### src/rtl/wdt_pkg.sv
// Package with constants, register map and carrier types for the watchdog block
package wdt_pkg;

	// Timing: nominal base period and the reference clock period
	localparam int CLK_PERIOD_NS = 20;
	localparam int WDT_BASE_NS = 18000000;
	localparam int WDT_BASE_CYCLES = WDT_BASE_NS / CLK_PERIOD_NS;
	localparam int BASE_CNT_W = 20;
	localparam int PRESC_W = 8;
	localparam int RATE_W = 3;

	// Register bus
	localparam int ADDR_W = 3;
	localparam int DATA_W = 8;
	localparam logic [ADDR_W-1:0] REG_STATUS = 3'h0;
	localparam logic [ADDR_W-1:0] REG_OPTION = 3'h1;
	localparam logic [ADDR_W-1:0] REG_IRQ_STAT = 3'h2;
	localparam logic [ADDR_W-1:0] REG_IRQ_MASK = 3'h3;

	// Field positions and reset values
	localparam int STAT_TIMEOUT_BIT = 4;
	localparam int STAT_PWRDN_BIT = 3;
	localparam logic [DATA_W-1:0] STATUS_RST = 8'h18;
	localparam logic [DATA_W-1:0] OPTION_RST = 8'hFF;
	localparam int IRQ_W = 2;
	localparam int IRQ_RESET_BIT = 0;
	localparam int IRQ_WAKE_BIT = 1;
	localparam logic [IRQ_W-1:0] IRQ_MASK_RST = 2'h0;

	typedef struct packed {
		logic pullup_n;
		logic int_edge;
		logic t0_clk_sel;
		logic t0_edge;
		logic prescaler_assign_select;
		logic [RATE_W-1:0] prescale_rate;
	} wdt_option_s;

	typedef struct packed {
		logic clear_watchdog_instruction;
		logic sleep_instruction;
		logic ext_wake;
	} wdt_core_evt_s;

	typedef enum logic [1:0] {
		WDT_AWAKE = 2'h0,
		WDT_ASLEEP = 2'h1,
		WDT_WAKING = 2'h3
	} wdt_sleep_e;

endpackage

### src/rtl/wdt_divider.sv
// Clearable enable-driven divider used for the base period and the prescaler
`timescale 1ns/1ps
module wdt_divider #(
	parameter int W = 8
) (
	input wire logic ref_clk,
	input wire logic resetn,
	input wire logic clr,
	input wire logic en,
	input wire logic [W-1:0] limit,
	output logic [W-1:0] count,
	output logic tick
);

	logic [W-1:0] count_ff;

	assign count = count_ff;
	// Compare with >= so a limit lowered on the fly never lets the count run past it
	assign tick = en && !clr && (count_ff >= (limit - W'(1)));

	always_ff @(posedge ref_clk or negedge resetn) begin
		if (!resetn) begin
			count_ff <= '0;
		end else if (clr) begin
			count_ff <= '0;
		end else if (en) begin
			if (tick) begin
				count_ff <= '0;
			end else begin
				count_ff <= count_ff + W'(1);
			end
		end
	end
endmodule

### src/rtl/wdt_top.sv
// Watchdog timer: base divider, assignable prescaler, sleep tracking and registers
//
// The implementer's own choices: strobed register access and the register addresses.
`timescale 1ns/1ps

// Overview of operation
// - Enable fuse set: watchdog counts freely
// - Timeout while running resets the device
// - Timeout in sleep wakes, execution continues
// - Fuse cleared: never reset, never wake
// - Software changes prescaler assignment any time
// - Unscaled timeout is nominal 18 ms
// - Assigned prescaler stretches timeout, up to 128
// - Clear or sleep instruction restarts counts
// - Timeout clears the active-low timeout flag
module wdt_top #(
	parameter int BASE_CYCLES = wdt_pkg::WDT_BASE_CYCLES
) (
	input wire logic ref_clk,
	input wire logic resetn,
	input wire logic watchdog_enable_fuse,
	input wire wdt_pkg::wdt_core_evt_s core_evt,
	input wire logic [wdt_pkg::ADDR_W-1:0] reg_addr,
	input wire logic [wdt_pkg::DATA_W-1:0] reg_wdata,
	input wire logic reg_wr,
	input wire logic reg_rd,
	output logic [wdt_pkg::DATA_W-1:0] reg_rdata,
	output logic wdt_reset_req,
	output logic cpu_wake,
	output logic cpu_sleeping,
	output logic irq
);

	logic fuse_s1_ff;
	logic fuse_s2_ff;
	logic fuse_s3_ff;
	logic fuse_on_ff;
	wdt_pkg::wdt_sleep_e sleep_ff;
	wdt_pkg::wdt_sleep_e nxt_sleep;
	wdt_pkg::wdt_option_s option_ff;
	logic timeout_status_flag_n_ff;
	logic powerdown_status_flag_n_ff;
	logic [wdt_pkg::DATA_W-1:0] status_misc_ff;
	logic [wdt_pkg::DATA_W-1:0] status_view;
	logic [wdt_pkg::IRQ_W-1:0] irq_stat_ff;
	logic [wdt_pkg::IRQ_W-1:0] irq_mask_ff;
	logic [wdt_pkg::IRQ_W-1:0] irq_events;
	logic [wdt_pkg::DATA_W-1:0] rdata_ff;
	logic reset_req_ff;
	logic wake_ff;
	logic restart;
	logic sleep_exit;
	logic clr_base;
	logic clr_presc;
	logic base_tick;
	logic timeout;
	logic [wdt_pkg::BASE_CNT_W-1:0] base_count;
	logic [wdt_pkg::PRESC_W-1:0] presc_count;
	logic [wdt_pkg::PRESC_W-1:0] presc_limit;
	logic asleep;
	logic wr_status;
	logic wr_option;
	logic wr_irq_stat;
	logic wr_irq_mask;

	// Fuse pin: accepted once the second and third stages agree
	always_ff @(posedge ref_clk or negedge resetn) begin
		if (!resetn) begin
			fuse_s1_ff <= 1'b0;
			fuse_s2_ff <= 1'b0;
			fuse_s3_ff <= 1'b0;
		end else begin
			fuse_s1_ff <= watchdog_enable_fuse;
			fuse_s2_ff <= fuse_s1_ff;
			fuse_s3_ff <= fuse_s2_ff;
		end
	end

	always_ff @(posedge ref_clk or negedge resetn) begin
		if (!resetn) begin
			fuse_on_ff <= 1'b0;
		end else if (fuse_s2_ff == fuse_s3_ff) begin
			fuse_on_ff <= fuse_s3_ff;
		end
	end

	// Sleep tracking; the waking state lasts one cycle and clears the counts
	assign asleep = (sleep_ff == wdt_pkg::WDT_ASLEEP);
	assign sleep_exit = (sleep_ff == wdt_pkg::WDT_WAKING);

	always_comb begin
		nxt_sleep = sleep_ff;
		case (sleep_ff)
			wdt_pkg::WDT_AWAKE: begin
				if (core_evt.sleep_instruction) begin
					nxt_sleep = wdt_pkg::WDT_ASLEEP;
				end
			end
			wdt_pkg::WDT_ASLEEP: begin
				if (timeout || core_evt.ext_wake) begin
					nxt_sleep = wdt_pkg::WDT_WAKING;
				end
			end
			wdt_pkg::WDT_WAKING: begin
				nxt_sleep = wdt_pkg::WDT_AWAKE;
			end
			default: begin
				nxt_sleep = wdt_pkg::WDT_AWAKE;
			end
		endcase
	end

	always_ff @(posedge ref_clk or negedge resetn) begin
		if (!resetn) begin
			sleep_ff <= wdt_pkg::WDT_AWAKE;
		end else begin
			sleep_ff <= nxt_sleep;
		end
	end

	// Count clearing
	assign restart = core_evt.clear_watchdog_instruction || core_evt.sleep_instruction;
	assign clr_base = !fuse_on_ff || restart || sleep_exit;
	// The prescaler is shared; a restart only clears it while it serves the watchdog
	assign clr_presc = !fuse_on_ff || sleep_exit || (restart && option_ff.prescaler_assign_select);

	// Unassigned prescaler passes every base period straight through
	assign presc_limit = option_ff.prescaler_assign_select ?
		(wdt_pkg::PRESC_W'(1) << option_ff.prescale_rate) : wdt_pkg::PRESC_W'(1);

	wdt_divider #(
		.W(wdt_pkg::BASE_CNT_W)
	) u_base (
		.ref_clk(ref_clk),
		.resetn(resetn),
		.clr(clr_base),
		.en(1'b1),
		.limit(wdt_pkg::BASE_CNT_W'(BASE_CYCLES)),
		.count(base_count),
		.tick(base_tick)
	);

	wdt_divider #(
		.W(wdt_pkg::PRESC_W)
	) u_presc (
		.ref_clk(ref_clk),
		.resetn(resetn),
		.clr(clr_presc),
		.en(base_tick),
		.limit(presc_limit),
		.count(presc_count),
		.tick(timeout)
	);

	// Timeout outcome: a reset request when running, a wake-up when asleep
	always_ff @(posedge ref_clk or negedge resetn) begin
		if (!resetn) begin
			reset_req_ff <= 1'b0;
			wake_ff <= 1'b0;
		end else begin
			reset_req_ff <= timeout && fuse_on_ff && !asleep;
			wake_ff <= timeout && fuse_on_ff && asleep;
		end
	end

	assign wdt_reset_req = reset_req_ff;
	assign cpu_wake = wake_ff;
	assign cpu_sleeping = asleep;

	// Register writes
	assign wr_status = reg_wr && (reg_addr == wdt_pkg::REG_STATUS);
	assign wr_option = reg_wr && (reg_addr == wdt_pkg::REG_OPTION);
	assign wr_irq_stat = reg_wr && (reg_addr == wdt_pkg::REG_IRQ_STAT);
	assign wr_irq_mask = reg_wr && (reg_addr == wdt_pkg::REG_IRQ_MASK);

	always_ff @(posedge ref_clk or negedge resetn) begin
		if (!resetn) begin
			option_ff <= wdt_pkg::OPTION_RST;
		end else if (wr_option) begin
			option_ff <= reg_wdata;
		end
	end

	// Flag bits are read-only to software and survive the device reset they request
	always_ff @(posedge ref_clk or negedge resetn) begin
		if (!resetn) begin
			timeout_status_flag_n_ff <= wdt_pkg::STATUS_RST[wdt_pkg::STAT_TIMEOUT_BIT];
		end else if (timeout) begin
			timeout_status_flag_n_ff <= 1'b0;
		end else if (restart) begin
			timeout_status_flag_n_ff <= 1'b1;
		end
	end

	always_ff @(posedge ref_clk or negedge resetn) begin
		if (!resetn) begin
			powerdown_status_flag_n_ff <= wdt_pkg::STATUS_RST[wdt_pkg::STAT_PWRDN_BIT];
		end else if (core_evt.sleep_instruction) begin
			powerdown_status_flag_n_ff <= 1'b0;
		end else if (core_evt.clear_watchdog_instruction) begin
			powerdown_status_flag_n_ff <= 1'b1;
		end
	end

	always_ff @(posedge ref_clk or negedge resetn) begin
		if (!resetn) begin
			status_misc_ff <= wdt_pkg::STATUS_RST;
		end else if (wr_status) begin
			status_misc_ff <= reg_wdata;
		end
	end

	always_comb begin
		status_view = status_misc_ff;
		status_view[wdt_pkg::STAT_TIMEOUT_BIT] = timeout_status_flag_n_ff;
		status_view[wdt_pkg::STAT_PWRDN_BIT] = powerdown_status_flag_n_ff;
	end

	// Interrupt status: events set, write one clears, a set in the same cycle wins
	always_comb begin
		irq_events = '0;
		irq_events[wdt_pkg::IRQ_RESET_BIT] = reset_req_ff;
		irq_events[wdt_pkg::IRQ_WAKE_BIT] = wake_ff;
	end

	always_ff @(posedge ref_clk or negedge resetn) begin
		if (!resetn) begin
			irq_stat_ff <= '0;
		end else if (wr_irq_stat) begin
			irq_stat_ff <= (irq_stat_ff & ~reg_wdata[wdt_pkg::IRQ_W-1:0]) | irq_events;
		end else begin
			irq_stat_ff <= irq_stat_ff | irq_events;
		end
	end

	always_ff @(posedge ref_clk or negedge resetn) begin
		if (!resetn) begin
			irq_mask_ff <= wdt_pkg::IRQ_MASK_RST;
		end else if (wr_irq_mask) begin
			irq_mask_ff <= reg_wdata[wdt_pkg::IRQ_W-1:0];
		end
	end

	assign irq = |(irq_stat_ff & irq_mask_ff);

	// Read data stands in the cycle after the strobe only; unmapped reads return zero
	always_ff @(posedge ref_clk or negedge resetn) begin
		if (!resetn) begin
			rdata_ff <= '0;
		end else if (reg_rd) begin
			case (reg_addr)
				wdt_pkg::REG_STATUS: begin
					rdata_ff <= status_view;
				end
				wdt_pkg::REG_OPTION: begin
					rdata_ff <= option_ff;
				end
				wdt_pkg::REG_IRQ_STAT: begin
					rdata_ff <= {{(wdt_pkg::DATA_W-wdt_pkg::IRQ_W){1'b0}}, irq_stat_ff};
				end
				wdt_pkg::REG_IRQ_MASK: begin
					rdata_ff <= {{(wdt_pkg::DATA_W-wdt_pkg::IRQ_W){1'b0}}, irq_mask_ff};
				end
				default: begin
					rdata_ff <= '0;
				end
			endcase
		end else begin
			rdata_ff <= '0;
		end
	end

	assign reg_rdata = rdata_ff;
endmodule

### config.mk
export PLATFORM = sky130hd
export DESIGN_NAME = wdt_top
export DESIGN_NICKNAME = d
export VERILOG_FILES = /design/src/rtl/wdt_pkg.sv /design/src/rtl/wdt_divider.sv /design/src/rtl/wdt_top.sv
export SDC_FILE = /design/constraint.sdc
export NUM_CORES = 1
export LEC_CHECK = 0
export BUFFER_PORTS_ARGS = -buffer_cell sky130_fd_sc_hd__buf_2
export CAP_MARGIN = 20
export CORE_ASPECT_RATIO = 1.5
export CORE_UTILIZATION = 25
export CTS_BUF_LIST = sky130_fd_sc_hd__clkbuf_4
export CTS_CLUSTER_SIZE = 40
export DETAILED_ROUTE_END_ITERATION = 16
export GPL_TIMING_DRIVEN = 0
export PLACE_DENSITY = 0.42
export SYNTH_ARGS = -nofsm -noshare
export SYNTH_HDL_FRONTEND = slang
export SYNTH_SLANG_ARGS = --single-unit
### constraint.sdc
create_clock -name ref_clk -period 2.85 [get_ports ref_clk]
set_clock_uncertainty 0.15 [all_clocks]
set_input_delay 0 -clock ref_clk [delete_from_list [all_inputs] [get_ports ref_clk]]
set_output_delay 0 -clock ref_clk [all_outputs]
set_load 0.005 [all_outputs]
# Word-level counts from Yosys, hierarchy flattened
# Cells that the tools add are included.
# classes
n_lt_le_gt_ge	2
shifts	1
addsub	3
n_eq_ne	8
n_mux	16
n_reduce_logical	28
bitwise	5
# ops
cell	count
2-to-1 mux 20 bit	2
2-to-1 mux 8 bit	5
case mux 8 bit (4 select lines)	1
adder 20 x 1 -> 20 bit (second input constant)	1
greater-or-equal comparator 20 bit (second input constant)	1
logical AND 1 bit	11
adder 8 x 1 -> 8 bit (second input constant)	1
greater-or-equal comparator 8 bit	1
left shift 1 x 3 -> 8 bit (first input constant)	1
subtractor 8 x 1 -> 8 bit (second input constant)	1
equality test 3 x 2 -> 1 bit (second input constant)	2
logical OR 1 bit	6
2-to-1 mux 2 bit	3
nonzero test 2 bit	3
bitwise AND 2 bit	2
logical NOT 1 bit	4
2-to-1 mux 1 bit	4
OR 2 bit	2
case mux 2 bit (2 select lines)	1
equality test 3 x 1 -> 1 bit (second input constant)	1
logical NOT 3 bit	1
equality test 2 x 1 -> 1 bit (second input constant)	1
equality test 2 bit (second input constant)	1
logical NOT 2 bit	1
other kinds (6)	6
# totals
output_inout_bits	12
reg_bits	66

# Longest topological paths before layout
# logic_depth
depth_word	10
depth_mapped	14

# By module
# From an unflattened synthesis, not the netlist that was laid out.
# unflattened
cells_unflattened	425
hier_area_um2	4284.1
# modules_own_cells
module	cells_per_inst	area_per_inst_um2	instances
wdt_divider (u_base)	225	2044.5	1
wdt_top	120	1511.4	1
wdt_divider (u_presc)	80	728.2	1

# Worst setup path before layout
# No wires, ideal clock.
# synth_path
path_kind	reg-to-reg
from	register option_ff[3] (netlist bit)
to	register wake_ff, in the netlist cpu_wake
required_ns	2.620
setup_slack_ns	-0.026
arrival_ns	2.646
path_stages_with_launch	13
setup_ns	0.080
path_cell_list	dfstp_2 clkbuf_1 nand3_1 ha_1 nor2_1 nand2_1 nand2_1 a32oi_1 ha_1 nand3_1 o31a_2 or3b_4 nor3b_2
# synth_via
elab_chain_len	7
# synth_lines
item	line_no	source
start, declared	wdt_top.sv:40	wdt_pkg::wdt_option_s option_ff;
start signal, assigned	wdt_top.sv:178	option_ff <= wdt_pkg::OPTION_RST;
start signal, assigned	wdt_top.sv:180	option_ff <= reg_wdata;
branches (longest 4 deep; another with subtractor 8 x 1 -> 8 bit)	--	
logical AND 1 bit *	wdt_divider.sv:19	assign tick = en && !clr && (count_ff >= (limit - W'(1)));
logical AND 1 bit * (2 in series)	wdt_top.sv:162	wake_ff <= timeout && fuse_on_ff && asleep;
end signal, assigned	wdt_top.sv:162	
end, declared	wdt_top.sv:50	logic wake_ff;
# Mark *: on every way between the ends.
# A chain may end at the register's enable or synchronous reset.

# Worst setup path in the final report
# layout_path
from	register option_ff[1] (netlist bit)
to	register u_presc.count_ff[6], in the netlist u_presc.count[6]
# layout_via
elab_chain_len	8
# layout_lines
item	line_no	source
left shift 1 x 3 -> 8 bit	wdt_top.sv:129	(wdt_pkg::PRESC_W'(1) << option_ff.prescale_rate) : wdt_pkg::PRESC_W'(1);
2-to-1 mux 8 bit	wdt_top.sv:128	assign presc_limit = option_ff.prescaler_assign_select ?
subtractor 8 x 1 -> 8 bit	wdt_divider.sv:19	
greater-or-equal comparator 8 bit	wdt_divider.sv:19	
logical AND 1 bit	wdt_divider.sv:19	
2-to-1 mux 8 bit	wdt_divider.sv:27	if (tick) begin
2-to-1 mux 8 bit	wdt_divider.sv:26	end else if (en) begin
2-to-1 mux 8 bit	wdt_divider.sv:24	end else if (clr) begin
end signal, assigned	wdt_divider.sv:30	count_ff <= count_ff + W'(1);
end, declared	wdt_divider.sv:15	logic [W-1:0] count_ff;
# Every way passes these cells. The select of a mux whose other input is x is not followed.

==> reports/summary.log <==
INFO  timing         period_minus_slack=2740ps
INFO  timing         slew_margin_rel=0.420
INFO  floorplan      die_width=94.1um
INFO  placed_design  placement.io_buffers=29
INFO  cts            worst_skew_pair.late_latency=430ps
INFO  setup_path     critical_path_peak_fanout=4
INFO  timing         hold-worst-slack=55.3ps
INFO  finish         drive_above_1_share=0.264
INFO  setup_path     critical_path_launch_point=option_ff[1]
INFO  logic_synthesis synth-async-reset-ratio=1.00
INFO  placed_design  place.gp.congestion=0.686
INFO  floorplan      die_area=13200um2
INFO  cts            htree_num_levels=3
INFO  pwr            p_per_area=507nW/um2
INFO  cts            cts_inserted_buffers=9
INFO  setup_path     path_buf_inv=0
INFO  timing         setup_viol_count_final=0
INFO  logic_synthesis post_synth_top_flop=dfrtp_1
INFO  route          remaining_drc_errors=0
INFO  logic_synthesis yosysUniqueCellTypes=51
INFO  route          drt-wirelength-per-cell=13.5um
INFO  logic_synthesis netlist.top_cell.by_area=dfrtp_1
INFO  status         run_status=finished, final reports clean
INFO  job            maxCapViolations=0
INFO  setup_path     critPathCapture=u_presc.count[6]
INFO  setup_path     worst-r2r-cell-count=12
INFO  setup_path     path_common_cell=nand2_1
INFO  setup_path     worstSetupPathDepth=12
INFO  timing         worst_slew_pin_slew=863ps
INFO  logic_synthesis synth_top_cells_by_area=dfrtp_1 (42%), dfstp_2 (8.3%), mux2_2 (5.7%), nor2_1 (4.8%), ha_1 (4.3%)
INFO  grt            grt_start_max_net_pins=65
INFO  setup_path     timing.critical_path.max_delay_family=compound AO/OA/AOI/OAI gates
INFO  route          route.vias.total=2397
INFO  timing         hold_violation_count_in_the_final_report=0
INFO  timing         timing.fmax=0.364GHz
INFO  finish         fillerInstances=1305
INFO  cts            cts_root_buf=clkbuf_4
INFO  route          vias_per_cell=4.57
INFO  logic_synthesis synthDominantCellAreaShare=0.425
INFO  floorplan      ports=31
INFO  placed_design  post-dp-hpwl=4.87mm
INFO  timing         timing.final.crit_share=0.963
INFO  logic_synthesis synthesis.area=3180um2
INFO  pwr            ir_worst_vdd=0.214mV
INFO  setup_path     worst-endpoint-required=3040ps
INFO  logic_synthesis syn-num-nets=325
INFO  route          drt-total-wl=7.10mm
INFO  cts            worst_setup_hold_path_clk_slew=120ps
INFO  logic_synthesis synth.yosys.seq_area_share=0.507
INFO  cts            tritoncts_num_sinks=64
INFO  route          detailedRoute.firstIterationViolations=78
INFO  setup_path     crit_type=register to register
INFO  setup_path     endpoint_arrival_time_on_the_critical_path=2930ps
INFO  grt            gr-total-overflow=0
INFO  setup_path     critical_path.reg2reg.startpoint=option_ff[1]
INFO  finish         finalCoreUtilization=0.320
INFO  floorplan      fp.coreArea=12400um2
INFO  logic_synthesis synth_seq_cells=64
INFO  worst_hold_path min_path_type=input port to asynchronous set/reset pin
INFO  setup_path     reg2reg_setup_slack=110ps
INFO  route          drt-pass1-iter-count=4
INFO  setup_path     critPathCaptureType=register
INFO  setup_path     critPathLaunchType=register
INFO  logic_synthesis yosysWarningCount=0
INFO  finish         syn2layout_area_growth=25.2%
INFO  cts            clock_tree.buffer_depth=2
INFO  cts            clock_tree_from_tritoncts=built
INFO  setup_path     cp_cell_sequence=o31a_1 > ha_4 > nor2_1 > nand2_1 > nand2_1 > a32oi_1 > ha_1 > a21o_1 > a21oi_1 > o31a_4 > nand3_2 > o221ai_1
INFO  floorplan      initial_core_util=0.255
INFO  grt            track_usage=0.119
INFO  setup_path     critical-path-max-stage-delay=610ps
INFO  grt            initial_antenna_violation_count=1
INFO  logic_synthesis synth_edf_count=0
INFO  timing         report.final.slew_viol_count=0
INFO  floorplan      placementRows=50
INFO  grt            first_global_vias=2458
INFO  setup_path     timing.critical_path.slowest_stage_cell=dfstp_2
INFO  grt            wire_length_of_the_first_global_routing_pass=11.7mm
INFO  pwr            static-leakage-power=1.71nW
INFO  logic_synthesis post_synth_inst_count=295
INFO  route          detail-route-antenna-nets=0
INFO  finish         nets=393
INFO  setup_path     worstReg2RegEnd=u_presc.count[6]
INFO  floorplan      die_height=140um
INFO  logic_synthesis avgSynthCellArea=10.8um2
-- power by group --
group | leakage [nW] | switching (W) | internal [W]
clock network | 0.0668 | 0.000333 | 0.000258
logic | 0.816 | 0.000178 | 0.000209
registers | 0.828 | 0.0000493 | 0.000994
total | 1.71 | 0.000560 | 0.00146
-- how the worst min path moves through the flow --
stage                        end  slack [ps]                  from  cells past startpoint
global placement      fuse_s1_ff         -40  watchdog_enable_fuse                      1
detailed placement    fuse_s1_ff         -40  watchdog_enable_fuse                      1
CTS                   fuse_s1_ff          30  watchdog_enable_fuse                      2
global route          fuse_s1_ff          40  watchdog_enable_fuse                      2
floorplan               cpu_wake        -450                resetn                      0
finish              reg_rdata[1]          60                resetn                      2
-- Yosys cell counts (2+ instances only) --
master     number
dfrtp_1        54
mux2i_1         7
nor3b_2         2
clkbuf_1        7
dfstp_2        10
nand2_1        17
o31a_1          3
nor3_1          8
or3_1           3
and3_1          3
nand4_1         5
nor2b_1         3
mux2_2         16
o221ai_1        2
nor4_1          3
o21ai_0        10
a21o_1          3
and3b_1         2
mux4_2          2
a21oi_1         5
ha_1           11
a31oi_1         3
and2_1          2
nor2_1         41
inv_1          15
xor2_1          4
o2111ai_1       4
xnor2_1        12
nand3_1        16
-- layout make-up --
type                    instances  area [um2]  share of cell area
clock buffers                   9        67.6              0.0170
well taps                     156         195              0.0490
clock inverters                 7        62.6              0.0157
repair buffers                 60         442               0.111
inverters                      15        56.3              0.0141
plain buffers                   5        18.8             0.00471
flip-flops and latches         64        1610               0.405
multi-input cells             208        1520               0.383
diodes                          1        2.50            0.000628
-- cells by family after synthesis --
| family | synth area share |
|---|---|
| compound gates | 0.0991 |
| xor+xnor | 0.0441 |
| fa+ha+maj | 0.0464 |
| buf+inv | 0.0271 |
| flops | 0.507 |
| mux | 0.0928 |
| other cells | 0.00118 |
| simple gates | 0.182 |
-- layout by cell type, fill, tap and decap left out, types with 9 or more instances in the layout --
master / Yosys / layout
buf_2: 0 / 28
xnor2_1: 12 / 12
nor2_1: 41 / 41
dfstp_2: 10 / 10
mux2_2: 16 / 16
dlygate4sd3_1: 0 / 23
ha_1: 11 / 10
clkbuf_4: 0 / 9
nand2_1: 17 / 17
inv_1: 15 / 15
dfrtp_1: 54 / 54
nand3_1: 16 / 15
o21ai_0: 10 / 9
-- flip-flops by register name, indices dropped and copies added, names as in the netlist --
name,cells
cpu_wake,1
fuse_on_ff,1
fuse_s1_ff,1
fuse_s2_ff,1
fuse_s3_ff,1
irq_mask_ff,2
irq_stat_ff,2
option_ff,8
powerdown_status_flag_n_ff,1
reg_rdata,8
sleep_ff,2
status_misc_ff,6
timeout_status_flag_n_ff,1
u_base.count,20
u_presc.count,8
wdt_reset_req,1
-- per-layer routing --
layer	vias to the layer above	routed length (um)	GRT usage
li1	1177	-	-
met1	1166	2810	0.123
met2	39	3880	0.213
met3	15	210	0.0277
met4	0	198	0.0680
met5	-	0	0
-- through the flow --
step / cell area [um2] / instances / total power (W) / setup TNS (ps) / setup WS, ps
3_3_place_gp: 3520 / 480 / 0.00135 / -3320 / -432
6_report: 3980 / 525 / 0.00202 / 0 / 106
5_1_grt: 3980 / 525 / 0.00215 / -5.03 / -2.67
3_5_place_dp: 3520 / 480 / 0.00136 / -3520 / -459
4_1_cts: 3930 / 523 / 0.00204 / 0 / 17.3
2_1_floorplan: 3180 / 295 / 0.00125 / 0 / 26.6
-- what timing repair did --
| item | 4_1_cts | 5_1_grt |
|---|---|---|
| hold buffers | 23 | 0 |
| endpoints found under the hold margin | 99 | 0 |
| pin swaps | 1 | 4 |
| setup endpoints to repair | 12 | 11 |
| gates resized for setup | 2 | 8 |
| setup buffers | 7 | 1 |
Note: power is estimated with default switching activity, not from simulation.
